**config.mk**
```make
export PLATFORM = sky130hd
export DESIGN_NAME = pmsw_top
export DESIGN_NICKNAME = d
export VERILOG_FILES = /design/src/pmsw_pkg.sv /design/src/pmsw_osc_if.sv /design/src/pmsw_osc_settle.sv /design/src/pmsw_top.sv
export SDC_FILE = /design/constraint.sdc
export NUM_CORES = 1
export LEC_CHECK = 0
export ABC_CLOCK_PERIOD_IN_PS = 5600
export BUFFER_PORTS_ARGS = -buffer_cell sky130_fd_sc_hd__buf_4
export CAP_MARGIN = 5
export CORE_MARGIN = 2
export CORE_UTILIZATION = 55
export DETAILED_ROUTE_END_ITERATION = 7
export GPL_TIMING_DRIVEN = 0
export PLACE_DENSITY = 0.9
export SKIP_LAST_GASP = 1
export SLEW_MARGIN = 40
export SYNTH_ARGS = -nofsm -noshare
export SYNTH_HDL_FRONTEND = slang
export SYNTH_SLANG_ARGS = --single-unit
export TNS_END_PERCENT = 1
```
**constraint.sdc**
```tcl
create_clock -name clk_i -period 5.6 [get_ports clk_i]
set_input_delay 0.56 -clock clk_i [delete_from_list [all_inputs] [get_ports clk_i]]
set_output_delay 0.56 -clock clk_i [all_outputs]
set_load 0.005 [all_outputs]
```
**src/pmsw_pkg.sv**
```systemverilog
package pmsw_pkg;
   // Clock rate and oscillator settle times
   localparam int CLK_PERIOD_NS   = 100;
   localparam int HS_SETTLE_NS    = 16000;
   localparam int LS_SETTLE_NS    = 100000;
   localparam int HS_SETTLE_CYC   = (HS_SETTLE_NS + CLK_PERIOD_NS - 1) / CLK_PERIOD_NS;
   localparam int LS_SETTLE_CYC   = (LS_SETTLE_NS + CLK_PERIOD_NS - 1) / CLK_PERIOD_NS;

   // Register byte offsets
   localparam logic [7:0] OFS_CLK_CTRL  = 8'h00;
   localparam logic [7:0] OFS_HS_CTRL   = 8'h04;
   localparam logic [7:0] OFS_STATUS    = 8'h08;
   localparam logic [7:0] OFS_WAKE_EN   = 8'h0C;
   localparam logic [7:0] OFS_WDT_CTRL  = 8'h10;

   // Field positions
   localparam int SEL_LSB         = 5;
   localparam int FAST_KEEP_BIT   = 1;
   localparam int SLOW_KEEP_BIT   = 0;
   localparam int HS_EN_BIT       = 0;
   localparam int HS_STABLE_BIT   = 1;
   localparam int HS_FREQ_LSB     = 2;
   localparam int ST_PDF_BIT      = 0;
   localparam int ST_TO_BIT       = 1;
   localparam int ST_RUN_BIT      = 2;
   localparam int ST_SEL_LSB      = 8;
   localparam int WDT_EN_BIT      = 0;

   // Values after reset and codes
   localparam logic [2:0] SEL_RST     = 3'h0;
   localparam logic [2:0] SEL_SUB     = 3'h7;
   localparam logic       HS_EN_RST   = 1'b1;
   localparam logic [1:0] HS_FREQ_RST = 2'h0;
   localparam logic       WDT_EN_RST  = 1'b1;

   typedef enum logic [3:0] {
      MODE_FAST,
      MODE_SLOW,
      MODE_TO_SLOW,
      MODE_TO_FAST,
      MODE_SLEEP,
      MODE_IDLE_SLOW,
      MODE_IDLE_BOTH,
      MODE_IDLE_FAST,
      MODE_WAKE
   } pmsw_mode_e;
endpackage

```
**src/pmsw_osc_if.sv**
```systemverilog
`timescale 1ns/1ns
interface pmsw_osc_if;
   logic on;
   logic restart;
   logic stable;
   modport ctl (output on, output restart, input stable);
   modport osc (input on, input restart, output stable);
endinterface

```
**src/pmsw_osc_settle.sv**
```systemverilog
`timescale 1ns/1ns
module pmsw_osc_settle
   import pmsw_pkg::*;
#(
   parameter int CYCLES = HS_SETTLE_CYC
)(
   input  wire logic clk_i,
   input  wire logic rst_i,
   pmsw_osc_if.osc   osc
);
   localparam int CW = $clog2(CYCLES + 1);
   logic [CW-1:0] cnt;
   logic [CW-1:0] next_cnt;
   logic          stable;
   logic          next_stable;

   // Stop or restart drops the flag first, then it counts up again
   always_comb begin
      next_cnt    = cnt;
      next_stable = stable;
      if (!osc.on || osc.restart) begin
         next_cnt    = '0;
         next_stable = 1'b0;
      end else if (!stable) begin
         if (cnt == CW'(CYCLES - 1))
            next_stable = 1'b1;
         else
            next_cnt = cnt + 1'b1;
      end
   end

   always_ff @(posedge clk_i) begin
      if (rst_i) begin
         cnt    <= '0;
         stable <= 1'b0;
      end else begin
         cnt    <= next_cnt;
         stable <= next_stable;
      end
   end

   assign osc.stable = stable;
endmodule

```
**src/pmsw_top.sv**
```systemverilog
// Notes on behaviour
// - Halt picks sleep or an idle mode from the fast and slow keep bits.
// - Select code 111 in fast mode moves the system clock to the sub clock.
// - Switch to slow mode completes only after the low-speed oscillator is stable.
// - Codes 000 to 110 in slow mode return to the divided fast clock.
// - Return to fast waits for the fast oscillator; software may poll its stable flag.
// - Halt with both keep bits 0 enters sleep; all but watchdog stops.
// - Halt with fast keep 0, slow keep 1 enters slow-only idle.
// - Halt with both keep bits 1 enters idle with both clocks running.
// - Halt with fast keep 1, slow keep 0 enters fast-only idle, sub clock off.
// - Low-power entry keeps memory, registers and port states unchanged.
// - Low-power entry sets the power-down flag and clears the timeout flag.
// - Low-power entry clears the watchdog counter; it runs only if enabled.
// - Wake on enabled port falling edge, system interrupt or watchdog overflow.
// - Power-down flag clears only on power-up or clear-watchdog instruction.
// - Watchdog overflow in low power sets timeout, wakes, resets only PC and SP.
// - Per-pin wake enable; pin wake resumes after the halt.
// - Disabled interrupt or full stack: resume after halt, request stays pending.
// - Enabled interrupt with free stack takes the normal interrupt response on wake.
// - An interrupt already requested at halt cannot wake the device.
// - Execution resumes only after the original system oscillator is stable again.
// - Codes 000 to 110 divide the fast clock by 1 to 64; 111 is sub clock.
// - Enabling or retuning the fast oscillator clears its stable flag until settled.
// - In sleep the low-speed oscillator runs only while the watchdog is enabled.
`timescale 1ns/1ns
module pmsw_top
   import pmsw_pkg::*;
#(
   parameter int PORT_W = 8,
   parameter int IRQ_W  = 4,
   parameter int HS_CYC = HS_SETTLE_CYC,
   parameter int LS_CYC = LS_SETTLE_CYC
)(
   input  wire logic              clk_i,
   input  wire logic              rst_i,
   input  wire logic              wb_cyc_i,
   input  wire logic              wb_stb_i,
   input  wire logic              wb_we_i,
   input  wire logic [7:0]        wb_adr_i,
   input  wire logic [31:0]       wb_dat_i,
   input  wire logic [3:0]        wb_sel_i,
   output logic      [31:0]       wb_dat_o,
   output logic                   wb_ack_o,
   input  wire logic              halt_exec_i,
   input  wire logic              clr_wdt_i,
   input  wire logic              wdt_overflow_i,
   input  wire logic [PORT_W-1:0] port_a_i,
   input  wire logic [IRQ_W-1:0]  irq_req_i,
   input  wire logic [IRQ_W-1:0]  irq_enable_i,
   input  wire logic              stack_full_i,
   output logic      [2:0]        sys_clk_code_o,
   output logic                   fast_clk_on_o,
   output logic                   sub_clk_on_o,
   output logic                   low_speed_rc_osc_on_o,
   output logic                   cpu_run_o,
   output logic                   io_hold_o,
   output logic                   wdt_clear_o,
   output logic                   wdt_count_en_o,
   output logic                   resume_next_o,
   output logic                   irq_response_o,
   output logic                   pc_sp_reset_o,
   output logic                   power_down_flag_o,
   output logic                   watchdog_timeout_flag_o
);
   function automatic logic is_low_power(pmsw_mode_e m);
      return (m == MODE_SLEEP) || (m == MODE_IDLE_SLOW) || (m == MODE_IDLE_BOTH) || (m == MODE_IDLE_FAST);
   endfunction

   function automatic logic is_running(pmsw_mode_e m);
      return !is_low_power(m) && (m != MODE_WAKE);
   endfunction

   // Software registers
   logic [2:0]        system_clock_select;
   logic [2:0]        next_system_clock_select;
   logic              fast_osc_halt_keep;
   logic              next_fast_osc_halt_keep;
   logic              slow_osc_halt_keep;
   logic              next_slow_osc_halt_keep;
   logic              hs_osc_enable;
   logic              next_hs_osc_enable;
   logic [1:0]        hs_freq;
   logic [1:0]        next_hs_freq;
   logic [PORT_W-1:0] port_wake_enable;
   logic [PORT_W-1:0] next_port_wake_enable;
   logic              wdt_enable;
   logic              next_wdt_enable;
   logic              hs_restart;
   logic              next_hs_restart;
   logic [31:0]       next_dat;
   logic              next_ack;
   logic              hs_osc_stable_flag;
   logic              ls_stable;

   pmsw_osc_if hs_if ();
   pmsw_osc_if ls_if ();

   pmsw_osc_settle #(.CYCLES(HS_CYC)) u_hs_settle (
      .clk_i (clk_i),
      .rst_i (rst_i),
      .osc   (hs_if)
   );

   pmsw_osc_settle #(.CYCLES(LS_CYC)) u_ls_settle (
      .clk_i (clk_i),
      .rst_i (rst_i),
      .osc   (ls_if)
   );

   assign hs_if.on           = fast_clk_on_o;
   assign hs_if.restart      = hs_restart;
   assign ls_if.on           = low_speed_rc_osc_on_o;
   assign ls_if.restart      = 1'b0;
   assign hs_osc_stable_flag = hs_if.stable;
   assign ls_stable          = ls_if.stable;

   // Wishbone slave; ack one cycle after the strobe, dropped the next
   logic bus_go;
   logic bus_wr;
   assign bus_go = wb_cyc_i && wb_stb_i && !wb_ack_o;
   assign bus_wr = bus_go && wb_we_i && wb_sel_i[0];

   always_comb begin
      next_system_clock_select = system_clock_select;
      next_fast_osc_halt_keep  = fast_osc_halt_keep;
      next_slow_osc_halt_keep  = slow_osc_halt_keep;
      next_hs_osc_enable       = hs_osc_enable;
      next_hs_freq             = hs_freq;
      next_port_wake_enable    = port_wake_enable;
      next_wdt_enable          = wdt_enable;
      next_hs_restart          = 1'b0;
      next_ack                 = bus_go;
      next_dat                 = 32'h0000_0000;
      if (bus_wr) begin
         case (wb_adr_i)
            OFS_CLK_CTRL: begin
               next_system_clock_select = wb_dat_i[SEL_LSB +: 3];
               next_fast_osc_halt_keep  = wb_dat_i[FAST_KEEP_BIT];
               next_slow_osc_halt_keep  = wb_dat_i[SLOW_KEEP_BIT];
            end
            OFS_HS_CTRL: begin
               next_hs_osc_enable = wb_dat_i[HS_EN_BIT];
               next_hs_freq       = wb_dat_i[HS_FREQ_LSB +: 2];
               // Enable rise or retune restarts the settle count
               next_hs_restart    = (wb_dat_i[HS_EN_BIT] && !hs_osc_enable) ||
                                    (wb_dat_i[HS_FREQ_LSB +: 2] != hs_freq);
            end
            OFS_WAKE_EN:  next_port_wake_enable = wb_dat_i[PORT_W-1:0];
            OFS_WDT_CTRL: next_wdt_enable       = wb_dat_i[WDT_EN_BIT];
            default: ;
         endcase
      end
      if (bus_go && !wb_we_i) begin
         case (wb_adr_i)
            OFS_CLK_CTRL: begin
               next_dat[SEL_LSB +: 3]   = system_clock_select;
               next_dat[FAST_KEEP_BIT]  = fast_osc_halt_keep;
               next_dat[SLOW_KEEP_BIT]  = slow_osc_halt_keep;
            end
            OFS_HS_CTRL: begin
               next_dat[HS_EN_BIT]        = hs_osc_enable;
               next_dat[HS_STABLE_BIT]    = hs_osc_stable_flag;
               next_dat[HS_FREQ_LSB +: 2] = hs_freq;
            end
            OFS_STATUS: begin
               next_dat[ST_PDF_BIT]      = power_down_flag_o;
               next_dat[ST_TO_BIT]       = watchdog_timeout_flag_o;
               next_dat[ST_RUN_BIT]      = cpu_run_o;
               next_dat[ST_SEL_LSB +: 3] = sys_clk_code_o;
            end
            OFS_WAKE_EN:  next_dat[PORT_W-1:0] = port_wake_enable;
            OFS_WDT_CTRL: next_dat[WDT_EN_BIT] = wdt_enable;
            default: ;
         endcase
      end
   end

   always_ff @(posedge clk_i) begin
      if (rst_i) begin
         system_clock_select <= SEL_RST;
         fast_osc_halt_keep  <= 1'b0;
         slow_osc_halt_keep  <= 1'b0;
         hs_osc_enable       <= HS_EN_RST;
         hs_freq             <= HS_FREQ_RST;
         port_wake_enable    <= '0;
         wdt_enable          <= WDT_EN_RST;
         hs_restart          <= 1'b0;
         wb_ack_o            <= 1'b0;
         wb_dat_o            <= 32'h0000_0000;
      end else begin
         system_clock_select <= next_system_clock_select;
         fast_osc_halt_keep  <= next_fast_osc_halt_keep;
         slow_osc_halt_keep  <= next_slow_osc_halt_keep;
         hs_osc_enable       <= next_hs_osc_enable;
         hs_freq             <= next_hs_freq;
         port_wake_enable    <= next_port_wake_enable;
         wdt_enable          <= next_wdt_enable;
         hs_restart          <= next_hs_restart;
         wb_ack_o            <= next_ack;
         wb_dat_o            <= next_dat;
      end
   end

   // Port pins are asynchronous: two flops before the edge detector
   logic [PORT_W-1:0] pa_meta;
   logic [PORT_W-1:0] pa_sync;
   logic [PORT_W-1:0] pa_prev;
   always_ff @(posedge clk_i) begin
      if (rst_i) begin
         pa_meta <= '1;
         pa_sync <= '1;
         pa_prev <= '1;
      end else begin
         pa_meta <= port_a_i;
         pa_sync <= pa_meta;
         pa_prev <= pa_sync;
      end
   end

   // Mode machine
   pmsw_mode_e       mode;
   pmsw_mode_e       next_mode;
   logic [IRQ_W-1:0] irq_blocked;
   logic [IRQ_W-1:0] next_irq_blocked;
   logic [2:0]       next_code;
   logic             next_pdf;
   logic             next_to;
   logic             next_fast_on;
   logic             next_sub_on;
   logic             next_low_speed_rc_osc_on;
   logic             next_hold;
   logic             next_wdt_clear;
   logic             next_resume;
   logic             next_irq_resp;
   logic             next_pc_sp;
   logic             wake_cause_wdt;
   logic             next_wake_cause_wdt;
   logic             wake_cause_irq;
   logic             next_wake_cause_irq;
   logic             halt_ok;
   logic             pin_wake;
   logic             irq_wake;
   logic             irq_serve;
   logic             orig_stable;

   assign halt_ok     = halt_exec_i && is_running(mode);
   assign pin_wake    = |(pa_prev & ~pa_sync & port_wake_enable);
   assign irq_wake    = |(irq_req_i & ~irq_blocked);
   assign irq_serve   = |(irq_req_i & ~irq_blocked & irq_enable_i) && !stack_full_i;
   assign orig_stable = (sys_clk_code_o == SEL_SUB) ? ls_stable : hs_osc_stable_flag;

   always_comb begin
      next_mode           = mode;
      next_code           = sys_clk_code_o;
      next_irq_blocked    = irq_blocked;
      next_pdf            = power_down_flag_o;
      next_to             = watchdog_timeout_flag_o;
      next_wdt_clear      = 1'b0;
      next_resume         = 1'b0;
      next_irq_resp       = 1'b0;
      next_pc_sp          = 1'b0;
      next_wake_cause_wdt = wake_cause_wdt;
      next_wake_cause_irq = wake_cause_irq;
      if (clr_wdt_i)
         next_pdf = 1'b0;
      if (halt_ok) begin
         // Keep bits as they stand in the halt cycle choose the mode
         case ({fast_osc_halt_keep, slow_osc_halt_keep})
            2'b00:   next_mode = MODE_SLEEP;
            2'b01:   next_mode = MODE_IDLE_SLOW;
            2'b11:   next_mode = MODE_IDLE_BOTH;
            default: next_mode = MODE_IDLE_FAST;
         endcase
         next_irq_blocked = irq_req_i;
         next_pdf         = 1'b1;
         next_to          = 1'b0;
         next_wdt_clear   = 1'b1;
      end else begin
         case (mode)
            MODE_FAST: begin
               if (system_clock_select == SEL_SUB)
                  next_mode = MODE_TO_SLOW;
               else
                  next_code = system_clock_select;
            end
            MODE_TO_SLOW: begin
               if (system_clock_select != SEL_SUB)
                  next_mode = MODE_FAST;
               else if (ls_stable) begin
                  next_mode = MODE_SLOW;
                  next_code = SEL_SUB;
               end
            end
            MODE_SLOW, MODE_TO_FAST: begin
               if (system_clock_select == SEL_SUB)
                  next_mode = MODE_SLOW;
               else if (hs_osc_stable_flag) begin
                  next_mode = MODE_FAST;
                  next_code = system_clock_select;
               end else
                  next_mode = MODE_TO_FAST;
            end
            MODE_SLEEP, MODE_IDLE_SLOW, MODE_IDLE_BOTH, MODE_IDLE_FAST: begin
               if (wdt_overflow_i || irq_wake || pin_wake) begin
                  next_mode           = MODE_WAKE;
                  next_wake_cause_wdt = wdt_overflow_i;
                  next_wake_cause_irq = !wdt_overflow_i && irq_wake && irq_serve;
               end
            end
            MODE_WAKE: begin
               if (orig_stable) begin
                  next_mode     = (sys_clk_code_o == SEL_SUB) ? MODE_SLOW : MODE_FAST;
                  next_pc_sp    = wake_cause_wdt;
                  next_irq_resp = !wake_cause_wdt && wake_cause_irq;
                  // Pending request is left for the interrupt controller
                  next_resume   = !wake_cause_wdt && !wake_cause_irq;
               end
            end
            default: next_mode = MODE_FAST;
         endcase
      end
      // Timeout set wins over the halt clear
      if (wdt_overflow_i)
         next_to = 1'b1;
   end

   // Clock gating follows the next mode so outputs stay registered
   always_comb begin
      case (next_mode)
         MODE_SLEEP: begin
            next_fast_on = 1'b0;
            next_sub_on  = 1'b0;
            next_low_speed_rc_osc_on = next_wdt_enable;
         end
         MODE_IDLE_SLOW: begin
            next_fast_on = 1'b0;
            next_sub_on  = 1'b1;
            next_low_speed_rc_osc_on = 1'b1;
         end
         MODE_IDLE_FAST: begin
            next_fast_on = 1'b1;
            next_sub_on  = 1'b0;
            next_low_speed_rc_osc_on = 1'b1;
         end
         MODE_SLOW: begin
            next_fast_on = next_hs_osc_enable;
            next_sub_on  = 1'b1;
            next_low_speed_rc_osc_on = 1'b1;
         end
         MODE_WAKE: begin
            next_fast_on = (sys_clk_code_o != SEL_SUB) || next_hs_osc_enable;
            next_sub_on  = 1'b1;
            next_low_speed_rc_osc_on = 1'b1;
         end
         default: begin
            next_fast_on = 1'b1;
            next_sub_on  = 1'b1;
            next_low_speed_rc_osc_on = 1'b1;
         end
      endcase
      next_hold = is_low_power(next_mode);
   end

   always_ff @(posedge clk_i) begin
      if (rst_i) begin
         mode                    <= MODE_FAST;
         sys_clk_code_o          <= SEL_RST;
         irq_blocked             <= '0;
         power_down_flag_o       <= 1'b0;
         watchdog_timeout_flag_o <= 1'b0;
         fast_clk_on_o           <= 1'b1;
         sub_clk_on_o            <= 1'b1;
         low_speed_rc_osc_on_o               <= 1'b1;
         cpu_run_o               <= 1'b1;
         io_hold_o               <= 1'b0;
         wdt_clear_o             <= 1'b0;
         wdt_count_en_o          <= WDT_EN_RST;
         resume_next_o           <= 1'b0;
         irq_response_o          <= 1'b0;
         pc_sp_reset_o           <= 1'b0;
         wake_cause_wdt          <= 1'b0;
         wake_cause_irq          <= 1'b0;
      end else begin
         mode                    <= next_mode;
         sys_clk_code_o          <= next_code;
         irq_blocked             <= next_irq_blocked;
         power_down_flag_o       <= next_pdf;
         watchdog_timeout_flag_o <= next_to;
         fast_clk_on_o           <= next_fast_on;
         sub_clk_on_o            <= next_sub_on;
         low_speed_rc_osc_on_o               <= next_low_speed_rc_osc_on;
         cpu_run_o               <= is_running(next_mode);
         io_hold_o               <= next_hold;
         wdt_clear_o             <= next_wdt_clear;
         wdt_count_en_o          <= next_wdt_enable;
         resume_next_o           <= next_resume;
         irq_response_o          <= next_irq_resp;
         pc_sp_reset_o           <= next_pc_sp;
         wake_cause_wdt          <= next_wake_cause_wdt;
         wake_cause_irq          <= next_wake_cause_irq;
      end
   end
endmodule

```
==> results by group, run 1 <==
Placed design
  • Placed instance area: approximately 0.0047 mm2
  • Total of buffers placed on input and output ports: 68
  • Worst setup timing slack at the placement stage: 2.636 ns
  • Final HPWL from detailed placement: ~6600 um
  • Placed cells: between 600 and 700
  • RePlAce Congestion: between 0.9 and 1

Power
  • Pwr per Cell Area: around 260 mW/mm2
  • Pleak: ~2.0 nW
  • Power Total: between 1 and 1.5 mW
  • Worst supply voltage drop on vdd: between 100 and 150 uV

Timing
  • Final setup skew: 0.007202 ns
  • Maximum operating frequency: approximately 380 MHz
  • Headroom to the max-slew limit: 0.4650
  • Minimum clock period: about 2.6 ns
  • Endpoints failing setup: 0
  • Hold WS: ~0.38 ns
  • PnR worst setup slack: between 2 and 3 ns
  • Setup TNS: 0 ns
  • Final worst-path cycle share: 0.4713
  • Number of pins with negative max-slew slack in the final report: 0
  • Final hold violations: 0
  • Unrepaired setup endpoints after global routing: false
  • Least-Margin Pin Slew: roughly 0.8 ns

Synthesis
  • Post-synth ARST share: 0
  • Most repeated cell in the gate-level netlist after synthesis: sky130_fd_sc_hd__dfxtp_1
  • Leading register cell type out of synthesis: sky130_fd_sc_hd__dfxtp_1
  • Seq/Total Area, Yosys: 0.4902
  • Share of the synthesized area in the top cell type: 0.4902
  • Synth Warn #: 0
  • Instance count of the mapped netlist: between 400 and 500
  • Cell taking the most area after synthesis: sky130_fd_sc_hd__dfxtp_1
  • Commonest cells in the synthesized netlist: sky130_fd_sc_hd__dfxtp_1, sky130_fd_sc_hd__nand2_1, sky130_fd_sc_hd__nor2_1
  • Biggest area contributors in the synthesized netlist: sky130_fd_sc_hd__dfxtp_1, sky130_fd_sc_hd__nand2_1, sky130_fd_sc_hd__a21oi_1, sky130_fd_sc_hd__buf_4, sky130_fd_sc_hd__nor2_1
  • EDFF count, synth: 0
  • Number of synthesized register bits: between 90 and 100
  • Post-synthesis cell area: 0.004003 mm2
  • Avg Synthesized Cell Area: ~9 um2
  • Count of unique library cells instantiated by Yosys: 49

Clock network
  • Number of buffers created by CTS: 9
  • Post-cts repair resize count: 0
  • Postcts setup bufs: 0
  • Buffer depth of the longest clock path: 2
  • Clock slew at reported path FFs: roughly 0.090 ns
  • Clock tree from TritonCTS: yes
  • Insertion delay to the later sink of the worst-skew pair: 0.36 ns
  • Number of sinks driven by the clock tree: 98
  • H-tree levels: 3
  • Count of hold-fix buffers inserted at cts: 0
  • Root Driver: sky130_fd_sc_hd__clkbuf_8

Global routing
  • Total Routing Usage GR: 0.2372
  • Total gr overflow: 0
  • Number of antenna violations at the first check in global routing: 0
  • Vias in the first global route: around 3,200
  • Maximum number of pins on one net before global-route repair: 16
  • Wire length of the first global-routing pass: roughly 14,000 um

Critical path
  • Data required time of the worst path: between 5 and 6 ns
  • Worst endpoint data arrival time: 2.87 ns
  • CP max stage cell: sky130_fd_sc_hd__nor3_1
  • Most repeated library cell on the critical path: sky130_fd_sc_hd__nand2_1
  • Critical-path cell list: buf_4 -> or4_1 -> or3_4 -> nor3_1 -> nand2_1 -> nand2_1 -> a21oi_1
  • Type of the worst setup path: in -> reg
  • Highest fanout seen on the critical path: 8
  • Setup slack, reg-to-reg: about 3.3 ns
  • Type of origin of the critical path: input pin
  • Critical path capture point type: flop
  • Largest incremental delay on the critical path: ~0.67 ns

Floorplanning
  • Die span in x: 89.31 um
  • Num ports: approximately 120
  • Starting Density: 0.5608
  • Die Footprint: approximately 0.0080 mm2
  • Floorplan row count: 31
  • CORE AREA: 0.007137 mm2
  • Die H: approximately 89 um

Drt
  • Uppermost signal routing layer after detailed routing: met4
  • Via total after detailed routing: 3,433
  • Vias per cell: about 5.3
  • Total wire length after detailed routing: approximately 9000 um
  • Number of detailed-route iterations in the first pass: 4
  • Length of routed wiring on met1: around 3800 um
  • DRC errors left: 0
  • Number of nets with antenna violations after routing: 0
  • Met2 wire len: approximately 4400 um
  • Met3 routed wirelength: 534 um
  • Iter 0 DRT Violations: 276
  • Routed wire length per instance: 13.82 um

Finish
  • Layout overhead on the synthesized area: 22.48%
  • # diodes: 0
  • Final std cell area, no fill: 0.004902 mm2
  • Post-route insts no fill: 650
  • Net count reported at finish: between 600 and 700
  • Fraction of layout instances using a drive strength above 1: 0.2505
  • Core utilization of the finished layout: 0.6869

Worst hold path
  • Worst min-delay path class: in -> reg

Job
  • Max-capacitance violation count: 0

Run status
  • Status: completed
-- logic make-up (layout without fill, tap and decap cells) --
kind of cell	after synthesis	count (layout)	synth area share
AND/OR/NAND/NOR	213	213	0.2763
flip-flops	98	98	0.4902
AO/OA/AOI/OAI	57	57	0.08284
buffers and inverters	43	127	0.06033
XOR/XNOR	17	17	0.03720
multiplexers	14	14	0.03970
adder cells (fa/ha/maj)	4	4	0.01250
other	1	21	0.0009369
-- final cells by class --
cell class,instances,area [um2]
Timing Repair Buffer,68,510.5
Tap cell,99,123.9
Fill cell,602,2235
Multi-Input combinational cell,326,1874
Sequential cell,98,1962
Buffer,36,215.2
Clock buffer,12,165.2
Clock inverter,4,25.02
Inverter,7,26.28
-- worst max-delay path: cells and delay by family --
family | cells | cell delay [ns]
compound gates | 1 | 0.08
buf+inv | 1 | 0.10
simple gates | 5 | 2.12
-- where the power goes --
part / internal, mW / total (mW) / switching (mW)
Combinational: 0.0652 / 0.127 / 0.0623
Sequential: 0.717 / 0.731 / 0.0133
Clock: 0.196 / 0.429 / 0.232
-- cells in the final DEF (no fill, tap or decap), drive strengths merged, types with 2 or more instances in the layout --
master and n:
clkinvlp 2, and2 9, or2 23, ha 4, nor3 15, or4 5, nand3 18, nor3b 2
or3 3, mux2 2, xnor2 7, mux2i 11, nand2 51, and4 2, dfxtp 98, a311oi 2
nor4 3, nor2b 10, nor2 42, buf 92, clkinv 2, nand2b 5, nand3b 10, a21oi 35
and3 4, o21ai 6, conb 21, xor2 10, o211ai 2, inv 7, a22oi 5, nand4 8
clkbuf 24
-- per-layer routing --
layer	global-route usage	vias up
met1	0.2988	1601
met3	0.04617	17
met2	0.3832	136
met5	0	-
li1	-	1679
met4	0.1303	0
-- sequential cells by signal, summed over array words and instances (netlist names), 2 cells and up --
signal / flops
u_hs_settle.cnt: 8
sys_clk_code_o: 3
irq_blocked: 4
pa_prev: 8
wb_dat_o: 11
system_clock_select: 3
mode: 4
u_ls_settle.cnt: 10
pa_sync: 8
hs_freq: 2
pa_meta: 8
port_wake_enable: 8
-- worst paths after layout --
| path | start | end | cells after the start |
|---|---|---|---|
| max | wb_adr_i[1] | port_wake_enable[6] | 7 |
| min | port_a_i[5] | pa_meta[5] | 2 |
| max reg2reg | mode[3] | irq_blocked[1] | 6 |
| min reg2reg | pa_meta[7] | pa_sync[7] | 1 |
Note: power is estimated with default switching activity, not from simulation.
==> inputs of run 2 (changes only) <==
--- a/config.mk
+++ b/config.mk
@@ -5,14 +5,15 @@
 export SDC_FILE = /design/constraint.sdc
 export NUM_CORES = 1
 export LEC_CHECK = 0
-export ABC_CLOCK_PERIOD_IN_PS = 5600
+export ABC_AREA = 1
+export ABC_CLOCK_PERIOD_IN_PS = 2500
 export BUFFER_PORTS_ARGS = -buffer_cell sky130_fd_sc_hd__buf_4
 export CAP_MARGIN = 5
 export CORE_MARGIN = 2
-export CORE_UTILIZATION = 55
+export CORE_UTILIZATION = 52
 export DETAILED_ROUTE_END_ITERATION = 7
 export GPL_TIMING_DRIVEN = 0
-export PLACE_DENSITY = 0.9
+export PLACE_DENSITY = 0.86
 export SKIP_LAST_GASP = 1
 export SLEW_MARGIN = 40
 export SYNTH_ARGS = -nofsm -noshare
==> constraint.sdc (replaced) <==
create_clock -name clk_i -period 2.5 [get_ports clk_i]
set_input_delay 0.25 -clock clk_i [delete_from_list [all_inputs] [get_ports clk_i]]
set_output_delay 0.25 -clock clk_i [all_outputs]
set_load 0.005 [all_outputs]
==> run 2 against run 1 <==
Sequential power increased by 130%. Hold slack worse by 0.32 ns. First-iteration DRC count decreased by 33%. Largest power group unchanged. Highest routed layer unchanged. Critical path depth grew 3. Critical path type is now reg -> reg.
==> results by group, run 2 <==
Run status
  • Status: completed

Synthesis
  • Post-synthesis cell area: between 0.004 and 0.005 mm2
  • Number of synthesized register bits: 98
  • Commonest cells in the synthesized netlist: sky130_fd_sc_hd__dfxtp_1, sky130_fd_sc_hd__nand2_1, sky130_fd_sc_hd__inv_1
  • Share of the synthesized area in the top cell type: 0.4739
  • Cell taking the most area after synthesis: sky130_fd_sc_hd__dfxtp_1
  • Seq/Total Area, Yosys: 0.4739
  • Post-synth ARST share: 0
  • Count of unique library cells instantiated by Yosys: 42
  • Biggest area contributors in the synthesized netlist: sky130_fd_sc_hd__dfxtp_1, sky130_fd_sc_hd__nand2_1, sky130_fd_sc_hd__inv_1, sky130_fd_sc_hd__a21oi_1, sky130_fd_sc_hd__nor2_1
  • Leading register cell type out of synthesis: sky130_fd_sc_hd__dfxtp_1
  • Most repeated cell in the gate-level netlist after synthesis: sky130_fd_sc_hd__dfxtp_1
  • EDFF count, synth: 0
  • Instance count of the mapped netlist: between 500 and 600
  • Avg Synthesized Cell Area: between 7 and 8 um2
  • Synth Warn #: 0

Timing
  • Unrepaired setup endpoints after global routing: false
  • Final hold violations: 0
  • Headroom to the max-slew limit: 0.6166
  • Setup TNS: 0 ns
  • Endpoints failing setup: 0
  • Number of pins with negative max-slew slack in the final report: 0
  • Final worst-path cycle share: 0.7321
  • Final setup skew: around 0.013 ns
  • Minimum clock period: 1.830 ns
  • Least-Margin Pin Slew: ~0.57 ns
  • Maximum operating frequency: ~550 MHz

Drt
  • Routed wire length per instance: 12.50 um
  • DRC errors left: 0
  • Via total after detailed routing: 3,807
  • Iter 0 DRT Violations: between 150 and 200
  • Total wire length after detailed routing: 9261 um
  • Vias per cell: between 5 and 6
  • Number of detailed-route iterations in the first pass: 6
  • Number of nets with antenna violations after routing: 0

Clock network
  • Count of hold-fix buffers inserted at cts: 0
  • Post-cts repair resize count: 0
  • Insertion delay to the later sink of the worst-skew pair: between 0.3 and 0.4 ns
  • Buffer depth of the longest clock path: 2
  • Clock tree from TritonCTS: yes
  • Clock slew at reported path FFs: around 0.11 ns
  • Number of sinks driven by the clock tree: 98
  • Postcts setup bufs: 0
  • Number of buffers created by CTS: 9
  • H-tree levels: 3
  • Root Driver: sky130_fd_sc_hd__clkbuf_8

Job
  • Max-capacitance violation count: 0

Global routing
  • Total Routing Usage GR: 0.2165
  • Maximum number of pins on one net before global-route repair: 21
  • Number of antenna violations at the first check in global routing: 0
  • Vias in the first global route: 3,520
  • Total gr overflow: 0
  • Wire length of the first global-routing pass: approximately 15,000 um

Worst hold path
  • Worst min-delay path class: in -> reg

Critical path
  • Worst endpoint data arrival time: roughly 2.1 ns
  • Type of origin of the critical path: flop
  • Critical path capture point type: flop
  • Type of the worst setup path: reg -> reg
  • Highest fanout seen on the critical path: 8
  • Data required time of the worst path: roughly 2.7 ns

Placed design
  • Total of buffers placed on input and output ports: 68
  • Final HPWL from detailed placement: a little over 7000 um
  • Placed instance area: about 0.0049 mm2
  • RePlAce Congestion: between 0.8 and 0.9

Finish
  • Fraction of layout instances using a drive strength above 1: 0.2285
  • Commonest cells after routing, fill and taps aside: sky130_fd_sc_hd__dfxtp_1, sky130_fd_sc_hd__nand2_1, sky130_fd_sc_hd__buf_4, sky130_fd_sc_hd__inv_1, sky130_fd_sc_hd__nor2_1
  • Layout overhead on the synthesized area: 22.06%
  • Most flop-heavy register: wb_dat_o
  • # diodes: 0
  • Core utilization of the finished layout: 0.6540
  • Final std cell area, no fill: slightly above 0.005 mm2
  • Number of flip-flops in the largest register: 11
  • Most common cell after layout, fill and taps aside: sky130_fd_sc_hd__dfxtp_1
  • Regs by FF count: wb_dat_o x11, u_ls_settle.cnt x10
  • Layout filler cell count: roughly 660
  • Net count reported at finish: just over 700

Floorplanning
  • Starting Density: 0.5358
  • Die span in x: 93.23 um
  • Floorplan row count: 32
  • Die Footprint: slightly below 0.009 mm2
  • Num ports: about 120
  • Die H: 93.23 um
  • CORE AREA: 0.007727 mm2

Power
  • Worst supply voltage drop on vdd: around 320 uV
  • Pleak: about 2.3 nW
  • Pwr per Cell Area: 588.3 mW/mm2
-- run 2: cell types whose count changed after synthesis, moves of 7 or more --
cell | previous run | this run
sky130_fd_sc_hd__nor2_1 | 42 | 49
sky130_fd_sc_hd__nand3b_1 | 10 | 0
sky130_fd_sc_hd__and2_1 | 9 | 0
sky130_fd_sc_hd__nor2b_1 | 10 | 0
sky130_fd_sc_hd__inv_1 | 7 | 75
sky130_fd_sc_hd__mux2i_1 | 11 | 0
sky130_fd_sc_hd__nand3_1 | 18 | 28
sky130_fd_sc_hd__xor2_1 | 10 | 0
sky130_fd_sc_hd__o21ai_0 | 5 | 29
sky130_fd_sc_hd__nand2_1 | 51 | 90
-- run 2: path summary, 6_finish.rpt --
| path | to | cells past startpoint | slack [ns] | start |
|---|---|---|---|---|
| max | u_ls_settle.cnt[7] | 10 | 0.67 | u_ls_settle.cnt[0] |
| min | pa_meta[3] | 2 | 0.05 | port_a_i[3] |
| max reg2reg | u_ls_settle.cnt[7] | 10 | 0.67 | u_ls_settle.cnt[0] |
| min reg2reg | pa_sync[2] | 1 | 0.42 | pa_meta[2] |
-- run 2: cells by family after synthesis --
kind of cell | synth area share
and+or+nand+nor | 0.2681
buffers and inverters | 0.1173
DFF | 0.4739
AOI/OAI and AO/OA | 0.1236
adders and majority gates | 0.01209
xor gates and xnor gates | 0.004232
other | 0.0009057
-- run 2: cell type report --
| type | instances | area (um2) | area share |
|---|---|---|---|
| Buffer | 28 | 183.9 | 0.03640 |
| Multi-Input combinational cell | 350 | 1768 | 0.3498 |
| Inverter | 79 | 301.5 | 0.05967 |
| Clock inverter | 7 | 76.32 | 0.01510 |
| Timing Repair Buffer | 68 | 510.5 | 0.1010 |
| Clock buffer | 9 | 123.9 | 0.02451 |
| Tap cell | 102 | 127.6 | 0.02525 |
| Sequential cell | 98 | 1962 | 0.3882 |
-- run 2: worst max-delay path: stages (launching register included) --
cell and delay, ns:
sky130_fd_sc_hd__dfxtp_1 0.39, sky130_fd_sc_hd__ha_1 0.16, sky130_fd_sc_hd__inv_1 0.06, sky130_fd_sc_hd__nor3_1 0.18, sky130_fd_sc_hd__nand4_1 0.11, sky130_fd_sc_hd__nand2_1 0.22, sky130_fd_sc_hd__inv_1 0.16, sky130_fd_sc_hd__nand4_1 0.15
sky130_fd_sc_hd__nor2_1 0.07, sky130_fd_sc_hd__a21oi_1 0.13, sky130_fd_sc_hd__nor3_1 0.07
-- run 2: layer usage --
layer | global-route usage | share of wire | up-vias
met2 | 0.3711 | 0.49 | 150
met1 | 0.2565 | 0.42 | 1741
li1 | - | - | 1883
met3 | 0.02820 | 0.052 | 33
met5 | 0 | 0 | -
met4 | 0.1324 | 0.037 | 0
-- run 2: power breakdown --
part / switching (mW) / internal (mW)
Combinational: 0.164 / 0.144
Sequential: 0.0335 / 1.62
Clock: 0.616 / 0.400
-- run 2: stage by stage --
step | hold WS [ns] | total power, mW | cells | setup WS, ns
after floorplan | 0.3385 | 1.858 | 555 | 0.9993
after global placement | 0.3909 | 1.975 | 725 | 0.7533
after detailed placement | 0.3923 | 1.989 | 725 | 0.6837
after CTS | 0.04278 | 2.987 | 741 | 0.6542
after global routing | 0.04954 | 3.093 | 741 | 0.4249
final | 0.05485 | 2.973 | 741 | 0.6698
==> inputs of run 3 (changes only) <==
--- a/config.mk
+++ b/config.mk
@@ -5,15 +5,15 @@
 export SDC_FILE = /design/constraint.sdc
 export NUM_CORES = 1
 export LEC_CHECK = 0
-export ABC_AREA = 1
-export ABC_CLOCK_PERIOD_IN_PS = 2500
+export ABC_AREA = 0
+export ABC_CLOCK_PERIOD_IN_PS = 1720
 export BUFFER_PORTS_ARGS = -buffer_cell sky130_fd_sc_hd__buf_4
 export CAP_MARGIN = 5
 export CORE_MARGIN = 2
-export CORE_UTILIZATION = 52
+export CORE_UTILIZATION = 51
 export DETAILED_ROUTE_END_ITERATION = 7
 export GPL_TIMING_DRIVEN = 0
-export PLACE_DENSITY = 0.86
+export PLACE_DENSITY = 0.85
 export SKIP_LAST_GASP = 1
 export SLEW_MARGIN = 40
 export SYNTH_ARGS = -nofsm -noshare
==> constraint.sdc (replaced) <==
create_clock -name clk_i -period 1.72 [get_ports clk_i]
set_input_delay 0.172 -clock clk_i [delete_from_list [all_inputs] [get_ports clk_i]]
set_output_delay 0.172 -clock clk_i [all_outputs]
set_load 0.005 [all_outputs]
==> run 3 against run 2 <==
The flow now finishes with violations (setup timing). Flip-flop and latch count stayed put. Critical path depth is 4 lower. Global-route usage is 0.15 points higher. Register-to-register slack worse by 1.1 ns. Design area is 0.50% higher. Largest power group unchanged.
==> results by group, run 3 (synthesis gave the netlist of run 1 again) <==
Run status
  • Status: finished with violations
  • Violated checks: setup timing

Timing
  • Unrepaired setup endpoints after global routing: true
  • Minimum clock period: between 2 and 2.5 ns
  • Final hold violations: 0
  • Final worst-path cycle share: 1.259
  • Number of pins with negative max-slew slack in the final report: 0
  • Setup TNS: -11.49 ns
  • Final setup skew: 0.007213 ns
  • Least-Margin Pin Slew: about 0.74 ns
  • Maximum operating frequency: 461.7 MHz
  • Hold WS: 0.04209 ns
  • Headroom to the max-slew limit: 0.5020
  • Endpoints failing setup: 54
  • PnR worst setup slack: -0.4459 ns

Floorplanning
  • Floorplan row count: 32
  • Die H: 92.59 um
  • Num ports: roughly 120
  • Starting Density: 0.5234
  • Die Footprint: around 0.0086 mm2
  • CORE AREA: ~0.0076 mm2
  • Die span in x: slightly above 90 um

Global routing
  • Total gr overflow: 0
  • Total Routing Usage GR: 0.2180
  • Number of antenna violations at the first check in global routing: 0
  • Vias in the first global route: approximately 3,300
  • Maximum number of pins on one net before global-route repair: 19
  • Wire length of the first global-routing pass: roughly 15,000 um

Critical path
  • Critical path capture point type: flop
  • Reg2Reg Depth: 6
  • Type of the worst setup path: reg -> reg
  • Highest fanout seen on the critical path: 4
  • Setup slack, reg-to-reg: -0.45 ns
  • Beginning of the worst register-to-register path: wb_ack_o
  • Capture point of the worst reg-to-reg path: fast_clk_on_o
  • Data required time of the worst path: a little under 2 ns
  • Worst endpoint data arrival time: ~2.4 ns
  • Type of origin of the critical path: flop

Finish
  • Multi-input logic area: 0.001941 mm2
  • Layout overhead on the synthesized area: 26.88%
  • Net count reported at finish: 629
  • Number of flip-flops in the largest register: 11
  • Fraction of layout instances using a drive strength above 1: 0.2692
  • # diodes: 0
  • Most common cell after layout, fill and taps aside: sky130_fd_sc_hd__dfxtp_1
  • Most flop-heavy register: wb_dat_o
  • Layout filler cell count: 600
  • Commonest cells after routing, fill and taps aside: sky130_fd_sc_hd__dfxtp_1, sky130_fd_sc_hd__buf_4, sky130_fd_sc_hd__nand2_1, sky130_fd_sc_hd__nor2_1, sky130_fd_sc_hd__a21oi_1
  • Register cell area after layout: ~0.0020 mm2
  • Regs by FF count: wb_dat_o x11, u_ls_settle.cnt x10
  • Core utilization of the finished layout: 0.6641

Placed design
  • Final HPWL from detailed placement: between 6000 and 7000 um
  • Worst setup timing slack at the placement stage: -0.8057 ns
  • Total of buffers placed on input and output ports: 68
  • RePlAce Congestion: 0.8734

Worst hold path
  • Hold path start: irq_req_i[0]
  • Hold depth: 3
  • Terminating pin of the worst hold path: irq_blocked[0]
  • Worst min-delay path class: in -> reg

Clock network
  • Number of sinks driven by the clock tree: between 90 and 100
  • Root Driver: sky130_fd_sc_hd__clkbuf_8
  • H-tree levels: 3
  • Number of buffers created by CTS: 9
  • Clock tree from TritonCTS: yes
  • Clock slew at reported path FFs: about 0.1 ns
  • Buffer depth of the longest clock path: 2
  • Insertion delay to the later sink of the worst-skew pair: 0.36 ns

Drt
  • Number of nets with antenna violations after routing: 0
  • Via total after detailed routing: approximately 3,500
  • Routed wire length per instance: ~14 um
  • Iter 0 DRT Violations: approximately 280
  • Total wire length after detailed routing: between 9000 and 10,000 um
  • DRC errors left: 0
  • Vias per cell: ~5.2
  • Number of detailed-route iterations in the first pass: 5

Power
  • Worst supply voltage drop on vdd: about 620 uV
  • Pleak: around 2.1 nW
  • Pwr per Cell Area: around 830 mW/mm2

Job
  • Max-capacitance violation count: 0
run 3: worst max-delay path, stage by stage (launching register included):
cell and delay (ns):
sky130_fd_sc_hd__dfxtp_2 0.33, sky130_fd_sc_hd__nand3b_1 0.17, sky130_fd_sc_hd__or3_4 0.40, sky130_fd_sc_hd__or4_4 0.50
sky130_fd_sc_hd__mux2_4 0.35, sky130_fd_sc_hd__a21oi_4 0.13, sky130_fd_sc_hd__o2111ai_2 0.15
run 3: how the worst max path moves through the flow:
stage	from	endpoint	slack, ns	depth (start not counted)
3_3_place_gp	wb_adr_i[1]	wb_dat_o[9]	-0.78	7
4_1_cts	wb_ack_o	fast_clk_on_o	-0.44	6
3_5_place_dp	wb_adr_i[1]	port_wake_enable[3]	-0.81	7
5_1_grt	wb_ack_o	fast_clk_on_o	-0.48	6
2_1_floorplan	wb_adr_i[1]	fast_clk_on_o	-0.55	6
6_report	wb_ack_o	fast_clk_on_o	-0.45	6
run 3: report_power, final:
part	switching [mW]	leakage, nW	internal [mW]
Combinational	0.204	1.23	0.229
Clock	0.855	0.0888	0.554
Sequential	0.0548	0.800	2.34
Total	1.11	2.11	3.12
run 3: per-stage QoR:
step / area [um2] / cells / power (mW)
floorplan: 4078 / 467 / 2.660
global placement: 4716 / 637 / 2.823
detailed placement: 4716 / 637 / 2.840
CTS: 5057 / 666 / 4.227
global route: 5079 / 663 / 4.395
finish: 5079 / 663 / 4.234
run 3: repair_timing:
item / in CTS / in global routing
endpoints found under the setup margin: 55 / 60
pin swaps: 4 / 2
gates resized for setup: 8 / 5
setup buffers: 4 / 0
endpoints found under the hold margin: 9 / 0
hold buffers: 9 / 0
run 3: final cells by class:
type | instances | share of cell area
plain buffers | 33 | 0.04040
multi-input cells | 326 | 0.3821
flip-flops and latches | 98 | 0.3865
clock buffers | 9 | 0.02439
repair buffers | 81 | 0.1242
clock inverters | 7 | 0.01207
inverters | 7 | 0.005174
well taps | 102 | 0.02513
run 3: layer usage:
metal	GRT usage	vias up	routed length, um
met5	0	-	0
met4	0.06468	0	136
met3	0.05207	13	626
met2	0.3704	137	4447
met1	0.2751	1614	3865
li1	-	1703	-
